--- config.mk ---
export PLATFORM = sky130hd
export DESIGN_NAME = spf_ctrl
export DESIGN_NICKNAME = d
export VERILOG_FILES = /design/src/pkg/spf_pkg.sv /design/src/design/spf_ctrl.sv
export SDC_FILE = /design/constraint.sdc
export NUM_CORES = 1
export LEC_CHECK = 0
export BUFFER_PORTS_ARGS = -buffer_cell sky130_fd_sc_hd__buf_2
export CORE_MARGIN = 5
export CORE_UTILIZATION = 35
export CTS_BUF_LIST = sky130_fd_sc_hd__clkbuf_8
export DETAILED_ROUTE_END_ITERATION = 8
export GPL_TIMING_DRIVEN = 0
export MAX_ROUTING_LAYER = met4
export PLACE_DENSITY = 0.56
export SLEW_MARGIN = 20
export SYNTH_ARGS = -nofsm -noshare
export SYNTH_HDL_FRONTEND = slang
export SYNTH_SLANG_ARGS = --single-unit
--- constraint.sdc ---
create_clock -name ref_clk -period 3.1 [get_ports ref_clk]
set_clock_uncertainty 0.05 [all_clocks]
set_input_delay 0.155 -clock ref_clk [delete_from_list [all_inputs] [get_ports ref_clk]]
set_output_delay 0.155 -clock ref_clk [all_outputs]
set_load 0.005 [all_outputs]
--- src/pkg/spf_pkg.sv ---
`default_nettype none
package spf_pkg;
    // ------------------------------------------------------------
    // Timing
    // ------------------------------------------------------------
    localparam int CLK_PERIOD_NS = 10;
    localparam int DEGLITCH_NS = 3000;
    localparam int DEGLITCH_CYCLES =
        (DEGLITCH_NS + CLK_PERIOD_NS - 1) / CLK_PERIOD_NS;
    localparam logic [8:0] DEG_LAST = 9'(DEGLITCH_CYCLES - 1);
    localparam logic [1:0] CFG_SETTLE = 2'h3;
    localparam logic [2:0] FOLDBACK_FAULTS = 3'h7;

    // ------------------------------------------------------------
    // Register map and bus answers
    // ------------------------------------------------------------
    localparam logic [7:0] ADDR_CTRL = 8'h00;
    localparam logic [7:0] ADDR_STATUS = 8'h04;
    localparam logic [7:0] ADDR_IRQ_STAT = 8'h08;
    localparam logic [7:0] ADDR_IRQ_CLR = 8'h0c;
    localparam logic [7:0] ADDR_IRQ_EN = 8'h10;
    localparam logic [1:0] RESP_OKAY = 2'h0;
    localparam logic [1:0] RESP_SLVERR = 2'h2;
    localparam int CTRL_FORCE_OFF = 0;
    localparam int IRQ_FAULT = 0;
    localparam int IRQ_UVLO = 1;
    localparam int IRQ_FOLD = 2;
    localparam int IRQ_RELEASE = 3;

    // ------------------------------------------------------------
    // Types
    // ------------------------------------------------------------
    typedef enum logic [1:0] {ST_OFF, ST_ON, ST_FAULT, ST_RETRY}
        spf_state_type;
    typedef enum logic [1:0] {VAR_SHUTOFF, VAR_FOLDBACK, VAR_REGULATE}
        spf_variant_type;

    typedef struct packed {
        logic enable;
        logic diagnostic_enable_input;
        logic fault_hold;
        logic sense_select_input;
        logic oc_cmp;
        logic abs_hot_cmp;
        logic rel_hot_cmp;
        logic hys_recovered_cmp;
        logic uv_fall_cmp;
        logic uv_rise_cmp;
        logic vout_up_cmp;
        logic [1:0] variant_cfg;
    } spf_pins_type;

    typedef struct packed {
        logic awvalid;
        logic [7:0] awaddr;
        logic wvalid;
        logic [31:0] wdata;
        logic [3:0] wstrb;
        logic bready;
        logic arvalid;
        logic [7:0] araddr;
        logic rready;
    } spf_axi_req_type;

    typedef struct packed {
        logic awready;
        logic wready;
        logic bvalid;
        logic [1:0] bresp;
        logic arready;
        logic rvalid;
        logic [31:0] rdata;
        logic [1:0] rresp;
    } spf_axi_rsp_type;

    typedef struct packed {
        logic [2:0] fault_cnt;
        spf_variant_type variant;
        spf_state_type fsm;
        logic limit_half;
        logic uv_lock;
        logic rel_flag;
        logic abs_flag;
        logic oc_trip;
        logic switch_on;
        logic sense_fault;
    } spf_status_type;

    typedef struct packed {
        spf_pins_type sync1;
        spf_pins_type sync2;
        spf_variant_type variant;
        logic [1:0] cfg_cnt;
        logic cfg_done;
        spf_state_type fsm;
        logic [15:0] retry_cnt;
        logic retry_done;
        logic [8:0] oc_cnt;
        logic oc_trip;
        logic abs_flag;
        logic rel_flag;
        logic uv_lock;
        logic [2:0] fault_cnt;
        logic clean_on;
        logic limit_half;
        logic switch_on;
        logic sense_fault;
        logic sense_en;
        logic sense_temp;
        logic force_off;
        logic [3:0] istat;
        logic [3:0] ien;
        logic irq;
        logic aw_got;
        logic [7:0] awaddr;
        logic w_got;
        logic [31:0] wdata;
        logic [3:0] wstrb;
        spf_axi_rsp_type rsp;
    } spf_regs_type;

    localparam spf_regs_type REGS_RESET = '0;
endpackage : spf_pkg
`default_nettype wire

--- src/design/spf_ctrl.sv ---
// Function
// - Thermal or current trip forces switch off and enters fault state.
// - In fault state the sense output shows the fault level.
// - Leave fault only with hold low, retry expired, all faults clear.
// - Thermal fault on absolute or relative overtemperature.
// - Absolute fault clears on hysteresis; relative fault clears at retry.
// - Reaching current limit turns channel off once the deglitch window expires.
// - Overcurrent passes a 3 us deglitch filter before tripping.
// - Regulating variant flags fault while actively limiting current.
// - Regulating variant keeps conducting on overcurrent; thermal trip only.
// - Foldback variant halves limit after seven consecutive fault shutdowns.
// - Standby or clean on/off cycle restores full limit, resets count.
// - Other variants never reduce the current limit.
// - Undervoltage falling shuts output; rising level resumes operation.
// - After retry, fault indication holds until output voltage has risen.
//
// Implementation choices: the AXI4-Lite slave port and the register offsets.
`default_nettype none
module spf_ctrl
    import spf_pkg::*;
#(
    parameter logic [15:0] RETRY_CYCLES = 16'h03e8
) (
    input wire logic ref_clk,
    input wire logic rst_b,
    input wire spf_pins_type pins,
    input wire spf_axi_req_type axi_req,
    output spf_axi_rsp_type axi_rsp,
    output logic switch_on,
    output logic sense_fault,
    output logic sense_enable,
    output logic sense_temp,
    output logic limit_half,
    output logic irq
);

    // ------------------------------------------------------------
    // State and helpers
    // ------------------------------------------------------------
    spf_regs_type s;
    spf_regs_type next_s;
    spf_pins_type p;
    logic trip;
    logic go;
    logic release_ok;

    function automatic logic [31:0] merge(input logic [31:0] old,
                                          input logic [31:0] data,
                                          input logic [3:0] strb);
        logic [31:0] r;
        r = old;
        for (int i = 0; i < 4; i++) begin
            if (strb[i]) begin
                r[i*8 +: 8] = data[i*8 +: 8];
            end
        end
        return r;
    endfunction : merge

    function automatic logic reg_hit(input logic [7:0] a);
        return a == ADDR_CTRL || a == ADDR_STATUS || a == ADDR_IRQ_STAT ||
               a == ADDR_IRQ_CLR || a == ADDR_IRQ_EN;
    endfunction : reg_hit

    // Only synchronised copies are read by logic
    assign p = s.sync2;
    assign trip = s.abs_flag | s.rel_flag |
                  (s.oc_trip & (s.variant != VAR_REGULATE));
    assign go = s.cfg_done & p.enable & ~s.force_off & ~s.uv_lock;
    assign release_ok = ~p.fault_hold & s.retry_done & ~trip;

    // ------------------------------------------------------------
    // Next-state logic
    // ------------------------------------------------------------
    always_comb begin
        logic [3:0] ev;
        logic [3:0] clr;
        logic [31:0] wv;
        spf_status_type st;
        st = '0;
        ev = '0;
        clr = '0;
        wv = '0;
        next_s = s;
        next_s.sync1 = pins;
        next_s.sync2 = s.sync1;

        // Variant strap caught a few edges after reset release
        if (!s.cfg_done) begin
            next_s.cfg_cnt = s.cfg_cnt + 2'h1;
            if (s.cfg_cnt == CFG_SETTLE) begin
                next_s.cfg_done = 1'b1;
                case (p.variant_cfg)
                    2'h1: next_s.variant = VAR_FOLDBACK;
                    2'h2: next_s.variant = VAR_REGULATE;
                    default: next_s.variant = VAR_SHUTOFF;
                endcase
            end
        end

        // Undervoltage lockout with separate fall and rise levels
        if (p.uv_fall_cmp) begin
            next_s.uv_lock = 1'b1;
        end else if (p.uv_rise_cmp) begin
            next_s.uv_lock = 1'b0;
        end
        if (next_s.uv_lock && !s.uv_lock) begin
            ev[IRQ_UVLO] = 1'b1;
        end

        // Overcurrent deglitch; a glitch shorter than the window is lost
        if (!p.oc_cmp) begin
            next_s.oc_cnt = '0;
            next_s.oc_trip = 1'b0;
        end else if (s.oc_cnt != DEG_LAST) begin
            next_s.oc_cnt = s.oc_cnt + 9'h001;
        end else begin
            next_s.oc_trip = 1'b1;
        end

        // Thermal flags, a new trip wins over its clear
        next_s.abs_flag = p.abs_hot_cmp |
                          (s.abs_flag & ~p.hys_recovered_cmp);
        next_s.rel_flag = p.rel_hot_cmp |
                          (s.rel_flag & ~s.retry_done);

        // Retry interval runs only inside the fault state
        if (s.fsm == ST_FAULT && !s.retry_done) begin
            if (s.retry_cnt == RETRY_CYCLES - 16'h0001) begin
                next_s.retry_done = 1'b1;
            end else begin
                next_s.retry_cnt = s.retry_cnt + 16'h0001;
            end
        end

        // Switch sequencing
        case (s.fsm)
            ST_OFF: begin
                if (go && !trip) begin
                    next_s.fsm = ST_ON;
                    next_s.clean_on = 1'b1;
                end
            end
            ST_ON, ST_RETRY: begin
                if (trip) begin
                    next_s.fsm = ST_FAULT;
                    next_s.retry_cnt = '0;
                    next_s.retry_done = 1'b0;
                    next_s.clean_on = 1'b0;
                    ev[IRQ_FAULT] = 1'b1;
                    if (s.fault_cnt != FOLDBACK_FAULTS) begin
                        next_s.fault_cnt = s.fault_cnt + 3'h1;
                    end
                end else if (!go) begin
                    next_s.fsm = ST_OFF;
                    if (s.fsm == ST_ON && s.clean_on) begin
                        next_s.fault_cnt = '0;
                    end
                end else if (s.fsm == ST_RETRY && p.vout_up_cmp) begin
                    next_s.fsm = ST_ON;
                end
            end
            ST_FAULT: begin
                if (release_ok) begin
                    next_s.fsm = go ? ST_RETRY : ST_OFF;
                    ev[IRQ_RELEASE] = 1'b1;
                end
            end
            default: next_s.fsm = ST_OFF;
        endcase

        // Standby: neither enable nor diagnostics requested
        if (!p.enable && !p.diagnostic_enable_input) begin
            next_s.fault_cnt = '0;
        end

        // Halved limit only exists in the foldback variant
        next_s.limit_half = (s.variant == VAR_FOLDBACK) &&
                            (next_s.fault_cnt == FOLDBACK_FAULTS);
        if (next_s.limit_half && !s.limit_half) begin
            ev[IRQ_FOLD] = 1'b1;
        end

        // Pin-side outputs
        next_s.switch_on = (next_s.fsm == ST_ON || next_s.fsm == ST_RETRY) &&
                           !next_s.uv_lock;
        next_s.sense_fault = next_s.fsm == ST_FAULT ||
                             next_s.fsm == ST_RETRY ||
                             (s.variant == VAR_REGULATE && p.oc_cmp &&
                              next_s.fsm == ST_ON);
        next_s.sense_en = p.diagnostic_enable_input;
        next_s.sense_temp = p.sense_select_input;

        // Write channel: address and data taken in either order
        if (s.rsp.bvalid && axi_req.bready) begin
            next_s.rsp.bvalid = 1'b0;
        end
        if (axi_req.awvalid && s.rsp.awready) begin
            next_s.aw_got = 1'b1;
            next_s.awaddr = axi_req.awaddr;
        end
        if (axi_req.wvalid && s.rsp.wready) begin
            next_s.w_got = 1'b1;
            next_s.wdata = axi_req.wdata;
            next_s.wstrb = axi_req.wstrb;
        end
        if (next_s.aw_got && next_s.w_got && !s.rsp.bvalid) begin
            next_s.aw_got = 1'b0;
            next_s.w_got = 1'b0;
            next_s.rsp.bvalid = 1'b1;
            next_s.rsp.bresp = reg_hit(next_s.awaddr) ? RESP_OKAY
                                                      : RESP_SLVERR;
            case (next_s.awaddr)
                ADDR_CTRL: begin
                    wv = merge({31'h0, s.force_off}, next_s.wdata,
                               next_s.wstrb);
                    next_s.force_off = wv[CTRL_FORCE_OFF];
                end
                ADDR_IRQ_EN: begin
                    wv = merge({28'h0, s.ien}, next_s.wdata, next_s.wstrb);
                    next_s.ien = wv[3:0];
                end
                ADDR_IRQ_CLR: begin
                    wv = merge(32'h0, next_s.wdata, next_s.wstrb);
                    clr = wv[3:0];
                end
                default: wv = '0;
            endcase
        end
        next_s.rsp.awready = !next_s.aw_got;
        next_s.rsp.wready = !next_s.w_got;

        // Read channel, one outstanding read
        if (s.rsp.rvalid && axi_req.rready) begin
            next_s.rsp.rvalid = 1'b0;
        end
        if (axi_req.arvalid && s.rsp.arready) begin
            st = '{s.fault_cnt, s.variant, s.fsm, s.limit_half, s.uv_lock,
                   s.rel_flag, s.abs_flag, s.oc_trip, s.switch_on,
                   s.sense_fault};
            next_s.rsp.rvalid = 1'b1;
            next_s.rsp.rresp = reg_hit(axi_req.araddr) ? RESP_OKAY
                                                       : RESP_SLVERR;
            case (axi_req.araddr)
                ADDR_CTRL: next_s.rsp.rdata = {31'h0, s.force_off};
                ADDR_STATUS: next_s.rsp.rdata = 32'(st);
                ADDR_IRQ_STAT: next_s.rsp.rdata = {28'h0, s.istat};
                ADDR_IRQ_EN: next_s.rsp.rdata = {28'h0, s.ien};
                default: next_s.rsp.rdata = '0;
            endcase
        end
        next_s.rsp.arready = !next_s.rsp.rvalid;

        // Sticky events: a new event beats a clear in the same cycle
        next_s.istat = (s.istat & ~clr) | ev;
        next_s.irq = |(next_s.istat & next_s.ien);
    end

    // ------------------------------------------------------------
    // State register
    // ------------------------------------------------------------
    always_ff @(posedge ref_clk or negedge rst_b) begin
        if (!rst_b) begin
            s <= REGS_RESET;
        end else begin
            s <= next_s;
        end
    end

    // Every output straight from the state register
    assign axi_rsp = s.rsp;
    assign switch_on = s.switch_on;
    assign sense_fault = s.sense_fault;
    assign sense_enable = s.sense_en;
    assign sense_temp = s.sense_temp;
    assign limit_half = s.limit_half;
    assign irq = s.irq;
endmodule : spf_ctrl
`default_nettype wire

# After elaboration in Yosys (flattened, before gate mapping)
# Cells that the tools add are included.
[op_classes] eq_ne=28 n_bitwise=23 add_sub_neg=4 muxes=52 reduce_logical=50
[ops] op="14-bit one-hot mux with 4 select lines" count=1
[ops] op="17-bit 2-to-1 mux" count=3
[ops] op="37-bit 2-to-1 mux" count=1
[ops] op="35-bit 2-to-1 mux" count=1
[ops] op="8-bit by 4-bit == test with 1-bit output (second input constant)" count=4
[ops] op="4-bit 2-to-1 mux" count=6
[ops] op="3-bit 2-to-1 mux" count=7
[ops] op="1-bit logical AND" count=18
[ops] op="1-bit 2-to-1 mux" count=18
[ops] op="9-bit 2-to-1 mux" count=2
[ops] op="16-bit by 1-bit adder with 16-bit output (second input constant)" count=1
[ops] op="16-bit by 10-bit == test with 1-bit output (second input constant)" count=1
[ops] op="8-bit by 3-bit == test with 1-bit output (second input constant)" count=2
[ops] op="8-bit by 5-bit == test with 1-bit output (second input constant)" count=2
[ops] op="8-bit zero test" count=2
[ops] op="16-bit 2-to-1 mux" count=1
[ops] op="2-bit 2-to-1 mux" count=8
[ops] op="2-bit == test (second input constant)" count=7
[ops] op="1-bit zero test" count=11
[ops] op="1-bit logical OR" count=11
[ops] op="10-bit 2-to-1 mux" count=1
[ops] op="9-bit by 1-bit adder with 9-bit output (second input constant)" count=1
[ops] op="9-bit != test (second input constant)" count=1
[ops] op="1-bit bitwise AND" count=8
[ops] op="21 further kinds" count=39
[totals] input_bits=72 output_inout_bits=47 regBits=169 elab_cells=218

# Longest topological paths before layout
# Gate-level depths: netlist of run 1.
[logic_depth] word_depth=14 mapped_depth=8 mapped_depth_nobuf=7

# Worst setup path before layout of run 1
# Ideal clock, no wire load.
[synth_timing] path_kind="reg-to-reg" startpoint="register s (netlist bit axi_rsp[39])" endpoint="register s (netlist bit irq)" arrival_ns=1.856 setup_slack_ns=1.053 n_path_buf=2 synth_period_minus_slack_ns=2.047 setup_ns=0.141 required_ns=2.909 stages_incl_launch_ff=9 path_cell_list="dfrtp_1 -> and2_1 -> buf_2 -> o21a_1 -> a2111oi_4 -> and2_1 -> buf_4 -> mux2i_1 -> o2111ai_1"
[synth_lines] item="from (decl)" line="spf_ctrl.sv:40" rtl="spf_regs_type s;"
[synth_lines] item="from (signal assigned)" line="spf_ctrl.sv:266" rtl="s <= next_s;"

==> results of run 1 <==
-- where the power goes --
part           internal (mW)  switching (mW)
Clock                  0.936           0.592
Combinational          0.267           0.272
Sequential              1.70          0.0879
-- sequential cells by signal (all words and copies together) (netlist names) --
signal	cells
s	65
axi_rsp	21
next_s	15
p	11
irq	1
limit_half	1
sense_enable	1
sense_fault	1
sense_temp	1
switch_on	1
-- routing by layer --
layer	routed length (µm)	global-route usage, %	vias to the layer above
met5	0	-	-
met4	278	6.34	0
met3	648	4.89	22
met2	4800	19.2	105
met1	5100	17.0	1721
li1	-	-	1800
-- final timing paths --
path	end	slack, ns	depth (start not counted)
setup / recovery	irq	0.76	7
hold / removal	s[82]	0.04	2
setup reg to reg	irq	0.76	7
hold reg to reg	p[0]	0.30	0
max in group asynchronous	s[119]	2.14	3
min in group asynchronous	next_s[97]	0.14	2
-- cells in the final DEF (no fill, tap or decap), drive strengths merged, types with 10 or more instances in the layout --
cell type	instances
xnor2	14
buf	113
nand2	23
a21oi	10
inv	31
mux2	12
a22o	13
dfrtp	118
o21ai	20
dlygate4sd3	29
clkbuf	21
and2	10
nand3	19
conb	20
nor2	35
-- cell families after synthesis --
family | Yosys count | synth area share (%)
other | 1 | 0.0725
multiplexers | 19 | 3.97
buffers and inverters | 75 | 8.68
adder cells (fa/ha/maj) | 5 | 1.16
flip-flops | 118 | 57.1
XOR/XNOR | 21 | 3.56
AO/OA/AOI/OAI | 80 | 11.0
AND/OR/NAND/NOR | 139 | 14.5
-- area by class of cell --
type	count	area, µm²	share of cell area, %
flip-flops and latches	118	2950	44.9
multi-input cells	284	1850	28.2
repair buffers	97	659	10.0
plain buffers	49	352	5.35
clock buffers	17	234	3.56
well taps	184	230	3.50
clock inverters	15	196	2.99
inverters	26	97.6	1.48
-- stage by stage --
stage	hold slack, ns	cells	area [µm²]
floorplan	-0.191	477	5250
global placement	0.213	728	5810
detailed placement	0.0414	729	5840
CTS	0.00594	790	6570
global route	0.0172	790	6570
finish	0.0396	790	6570
-- what timing repair did --
| action | CTS | global route |
|---|---|---|
| resized for setup | 0 | 0 |
| endpoints found under the setup margin | 0 | 0 |
| hold endpoints to repair | 70 | 0 |
| hold buffers | 29 | 0 |
==> flow_metrics.env, run 1 <==
export IMPL_cp_start_kind="flip-flop"
export IMPL_htree_levels=4
export IMPL_slew_headroom_pct=51.9
export IMPL_synth_area_leaders="dfrtp_1 (57%), buf_4 (6.1%), mux2_2 (2.6%)"
export IMPL_final_max_slew_viol_count=0
export IMPL_finish_utilization_pct=45.2
export IMPL_yosysSeqAreaShare_pct=57.1
export IMPL_routed_wl_um=10800
export IMPL_grt_pass1_wl_um=18400
export IMPL_gp_congestion=0.837
export IMPL_via_per_inst=4.62
export IMPL_syn_avg_cell_area_um2=11.3
export IMPL_insertion_delay_ns=0.43
export IMPL_port_buffers=67
export IMPL_place_ws_ns=0.755
export IMPL_p_per_area_mw_per_mm2=586
export IMPL_hpwl_um=7660
export IMPL_path_clk_slew_ns=0.07
export IMPL_rows=44
export IMPL_r2r_start="axi_rsp[40]"
export IMPL_via_count=3648
export IMPL_die_area_mm2=0.0173
export IMPL_setup_viol=0
export IMPL_diodes=0
export IMPL_worst_pin_slew_ns=0.718
export IMPL_die_y_um=132
export IMPL_ys_flop_type="dfrtp_1"
export IMPL_synth_area_mm2=0.00517
export IMPL_async_flop_share_pct=100
export IMPL_fillerInstances=1363
export IMPL_nets=669
export IMPL_yosysTopAreaCell="dfrtp_1"
export IMPL_synthCells=458
export IMPL_overflow=0
export IMPL_drive_gt1_share_pct=27.1
export IMPL_yosys_warnings=0
export IMPL_core_mm2=0.0145
export IMPL_synth_most_common_cell="dfrtp_1"
export IMPL_setup_ws_ns=0.764
export IMPL_peakVddDrop_v=0.000296
export IMPL_synth_cell_types=57
export IMPL_max_stage_delay_ns=0.49
export IMPL_pin_count=119
export IMPL_ant_nets=0
export IMPL_hp_start="axi_req[52]"
export IMPL_die_width_um=132
export IMPL_synthTopCellsByCount="dfrtp_1 (118), buf_4 (42), nor2_1 (35), inv_1 (26), nand2_1 (23)"
export IMPL_grt_max_degree=80
export IMPL_arrival_ns=2.57
export IMPL_remaining_drc_errors=0
export IMPL_grtUsageTotal_pct=13.5
export IMPL_cts_buffers=17
export IMPL_cap_viol_max_count=0
export IMPL_firstDrtPassIters=4
export IMPL_crit_fanout=9
export IMPL_period_share_pct=75.4
export IMPL_path_buf_inv=1
export IMPL_cts_max_path_buffers=2
export IMPL_antenna_found_initial=0
export IMPL_cts_tree="built"
export IMPL_synth_edff_count=0
export IMPL_critPathSlowestCell="a2111oi_4"
export IMPL_crit_start="axi_rsp[40]"
export IMPL_outcome="finished, final reports clean"
export IMPL_leakage_nw=3.14
export IMPL_fin_total_pwr_mw=3.86
export IMPL_critical_path_required_ns=3.33
export IMPL_rsz0062_at_grt="false"
export IMPL_ys_seq_elements=118
export IMPL_hold_class="in2reg"
export IMPL_grt_pass1_vias=3731
export IMPL_crit_family="simple AND/OR/NAND/NOR gates"
export IMPL_wl_per_cell_um=13.7
export IMPL_initial_utilization_pct=35.6
export IMPL_fin_tns_setup_ns=0
export IMPL_period_minus_slack_ns=2.34
export IMPL_cts_sinks=118
export IMPL_fmax_ghz=0.428
export IMPL_crit_path_end_kind="flip-flop"
export IMPL_area_delta_synth_final_pct=27.1
export IMPL_path_cells="nand2_1, nand3_1, a2111oi_4, and2_1, buf_4, mux2i_1, o2111ai_1"
export IMPL_postCtsSetupBuffers=0
export IMPL_root_buffer="clkbuf_8"
export IMPL_yosysTopAreaCellShare_pct=57.1
export IMPL_hold_violations=0
export IMPL_drtIter0Drc=173
export IMPL_criticalPathCategory="reg2reg"
(Power assumes the default switching activity.)
==> run 2, diff against run 1 <==
--- a/config.mk
+++ b/config.mk
@@ -12,7 +12,7 @@
 export DETAILED_ROUTE_END_ITERATION = 8
 export GPL_TIMING_DRIVEN = 0
 export MAX_ROUTING_LAYER = met4
-export PLACE_DENSITY = 0.56
+export PLACE_DENSITY = 0.58
 export SLEW_MARGIN = 20
 export SYNTH_ARGS = -nofsm -noshare
 export SYNTH_HDL_FRONTEND = slang
==> constraint.sdc (replaced) <==
create_clock -name ref_clk -period 2.1 [get_ports ref_clk]
set_clock_uncertainty 0.05 [all_clocks]
set_input_delay 0.105 -clock ref_clk [delete_from_list [all_inputs] [get_ports ref_clk]]
set_output_delay 0.105 -clock ref_clk [all_outputs]
set_load 0.005 [all_outputs]
==> run 2 against run 1 <==
  * Sequential share of layout area shrank 0.87 points
  * Total power rose by 50%
  * Via count increased by 0.30%
  * Critical endpoint unchanged
  * Largest power group unchanged
==> flow_metrics.env, run 2 (synthesis results as in run 1) <==
export IMPL_outcome="finished, final reports clean"
export IMPL_peakVddDrop_v=0.000384
export IMPL_fillerInstances=1339
export IMPL_met2_usage_pct=19.2
export IMPL_area_delta_synth_final_pct=29.7
export IMPL_final_max_slew_viol_count=0
export IMPL_largest_reg_flops=65
export IMPL_fmax_ghz=0.477
export IMPL_via_count=3659
export IMPL_grt_max_degree=84
export IMPL_diodes=0
export IMPL_antenna_found_initial=0
export IMPL_rsz0062_at_grt="true"
export IMPL_p_comb_share_pct=14.6
export IMPL_crit_path_end_kind="flip-flop"
export IMPL_overflow=0
export IMPL_top_register="s"
export IMPL_slew_headroom_pct=30.6
export IMPL_path_clk_slew_ns=0.07
export IMPL_hold_violations=0
export IMPL_seqPwrFrac_pct=46.0
export IMPL_grt_busiest_layer="met2"
export IMPL_p_int_mw=4.33
export IMPL_clkPwrFrac_pct=39.4
export IMPL_cts_tree="built"
export IMPL_core_mm2=0.0145
export IMPL_firstDrtPassIters=4
export IMPL_gp_congestion=0.849
export IMPL_setup_ws_ns=0.00346
export IMPL_grt_util_met3_pct=4.13
export IMPL_wl_per_cell_um=13.5
export IMPL_leakage_nw=3.18
export IMPL_die_width_um=132
export IMPL_die_area_mm2=0.0173
export IMPL_layout_common_cells="dfrtp_1 (116), buf_2 (66), buf_4 (42)"
export IMPL_period_minus_slack_ns=2.10
export IMPL_fin_tns_setup_ns=0
export IMPL_insertion_delay_ns=0.42
export IMPL_hold_class="in2reg"
export IMPL_root_buffer="clkbuf_8"
export IMPL_period_share_pct=99.8
export IMPL_port_buffers=67
export IMPL_pin_count=119
export IMPL_cts_max_path_buffers=2
export IMPL_final_common_cell="dfrtp_1"
export IMPL_remaining_drc_errors=0
export IMPL_hpwl_um=7460
export IMPL_path_cells="dlygate4sd3_1, buf_2, nor3_1, nand3_4, a2111oi_4, and2_1, buf_6, mux2i_4, o2111ai_2"
export IMPL_p_per_area_mw_per_mm2=860
export IMPL_cts_buffers=17
export IMPL_worst_pin_slew_ns=1.04
export IMPL_finish_utilization_pct=46.2
export IMPL_htree_levels=4
export IMPL_grt_pass1_wl_um=18000
export IMPL_grt_pass1_vias=3675
export IMPL_nets=670
export IMPL_setup_viol=0
export IMPL_critPathSlowestCell="dlygate4sd3_1"
export IMPL_crit_fanout=7
export IMPL_drive_gt1_share_pct=31.0
export IMPL_routed_wl_um=10700
export IMPL_die_y_um=132
export IMPL_cap_viol_max_count=0
export IMPL_rows=44
export IMPL_cts_sinks=118
export IMPL_drtIter0Drc=210
export IMPL_criticalPathCategory="in2reg"
export IMPL_place_ws_ns=-0.304
export IMPL_grtUsageTotal_pct=13.0
export IMPL_cp_start_kind="primary input"
export IMPL_ant_nets=0
export IMPL_initial_utilization_pct=35.6
export IMPL_switching_share_pct=24.9
export IMPL_instances_no_fill=790
export IMPL_arrival_ns=2.32
export IMPL_max_stage_delay_ns=0.54
export IMPL_placed_cells=729
export IMPL_via_per_inst=4.63
export IMPL_critical_path_required_ns=2.32
export IMPL_p_sw_mw=1.44
export IMPL_met1_usage_pct=16.6
[run 2: cell count changes in the layout (fill, tap and decap cells not counted), sizes merged]
cell and change:
buf -1, bufinv -1, clkbuf +5, dlygate4sd3 +1, inv -4
[run 2: what timing repair did]
item | 4_1_cts | 5_1_grt
resized for setup | 15 | 13
buffers inserted | 1 | 0
setup endpoints to repair | 17 | 13
hold endpoints to repair | 147 | 0
pin swaps | 4 | 3
hold buffers | 30 | 0
[run 2: area by class of cell]
cell class / count / area, µm² / area share (%)
inverter: 26 / 97.6 / 1.45
timing repair buffer: 99 / 677 / 10.1
sequential: 118 / 2960 / 44.1
buffer: 48 / 354 / 5.28
tap: 184 / 230 / 3.43
clock inverter: 10 / 151 / 2.26
multi-input combinational: 284 / 1950 / 29.1
clock buffer: 21 / 289 / 4.31
[run 2: per-stage QoR]
step                total power [mW]  hold WS (ns)  instance area [µm²]
finish                          5.77        0.0566                 6710
global route                    6.07        0.0425                 6710
floorplan                       3.15        -0.241                 5250
detailed placement              3.44       -0.0220                 5840
global placement                3.40         0.163                 5810
CTS                             5.84        0.0416                 6670
[run 2: routing by layer]
| metal | routed length (µm) | vias to the layer above |
|---|---|---|
| met1 | 5030 | 1751 |
| met3 | 594 | 7 |
| met2 | 4940 | 108 |
| li1 | - | 1793 |
| met4 | 104 | 0 |
| met5 | 0 | - |
[run 2: critical path, delay by kind of cell]
family | cells | cell delay (ns)
AND/OR/NAND/NOR | 3 | 0.68
buffers and inverters | 3 | 0.81
multiplexers | 1 | 0.24
AO/OA/AOI/OAI | 2 | 0.47
[run 2: power groups by stage]
stage | Clock, mW | Combinational (mW) | Sequential (mW)
after detailed placement | 0 | 0.753 | 2.68
after floorplan | 0 | 0.506 | 2.65
after global routing | 2.45 | 0.937 | 2.68
after CTS | 2.35 | 0.839 | 2.65
final | 2.28 | 0.843 | 2.65
after global placement | 0 | 0.725 | 2.67
[run 2: final timing paths]
check                        endpoint  slack (ns)  depth (start not counted)        start
min in group asynchronous       s[83]        0.09                          2        rst_b
hold reg to reg                  p[7]        0.29                          0  next_s[150]
setup reg to reg                  irq        0.01                          6       s[138]
hold / removal             axi_rsp[1]        0.06                          4   axi_req[7]
setup / recovery                  irq       0.003                          9  axi_req[49]
max in group asynchronous      s[138]        1.19                          3        rst_b
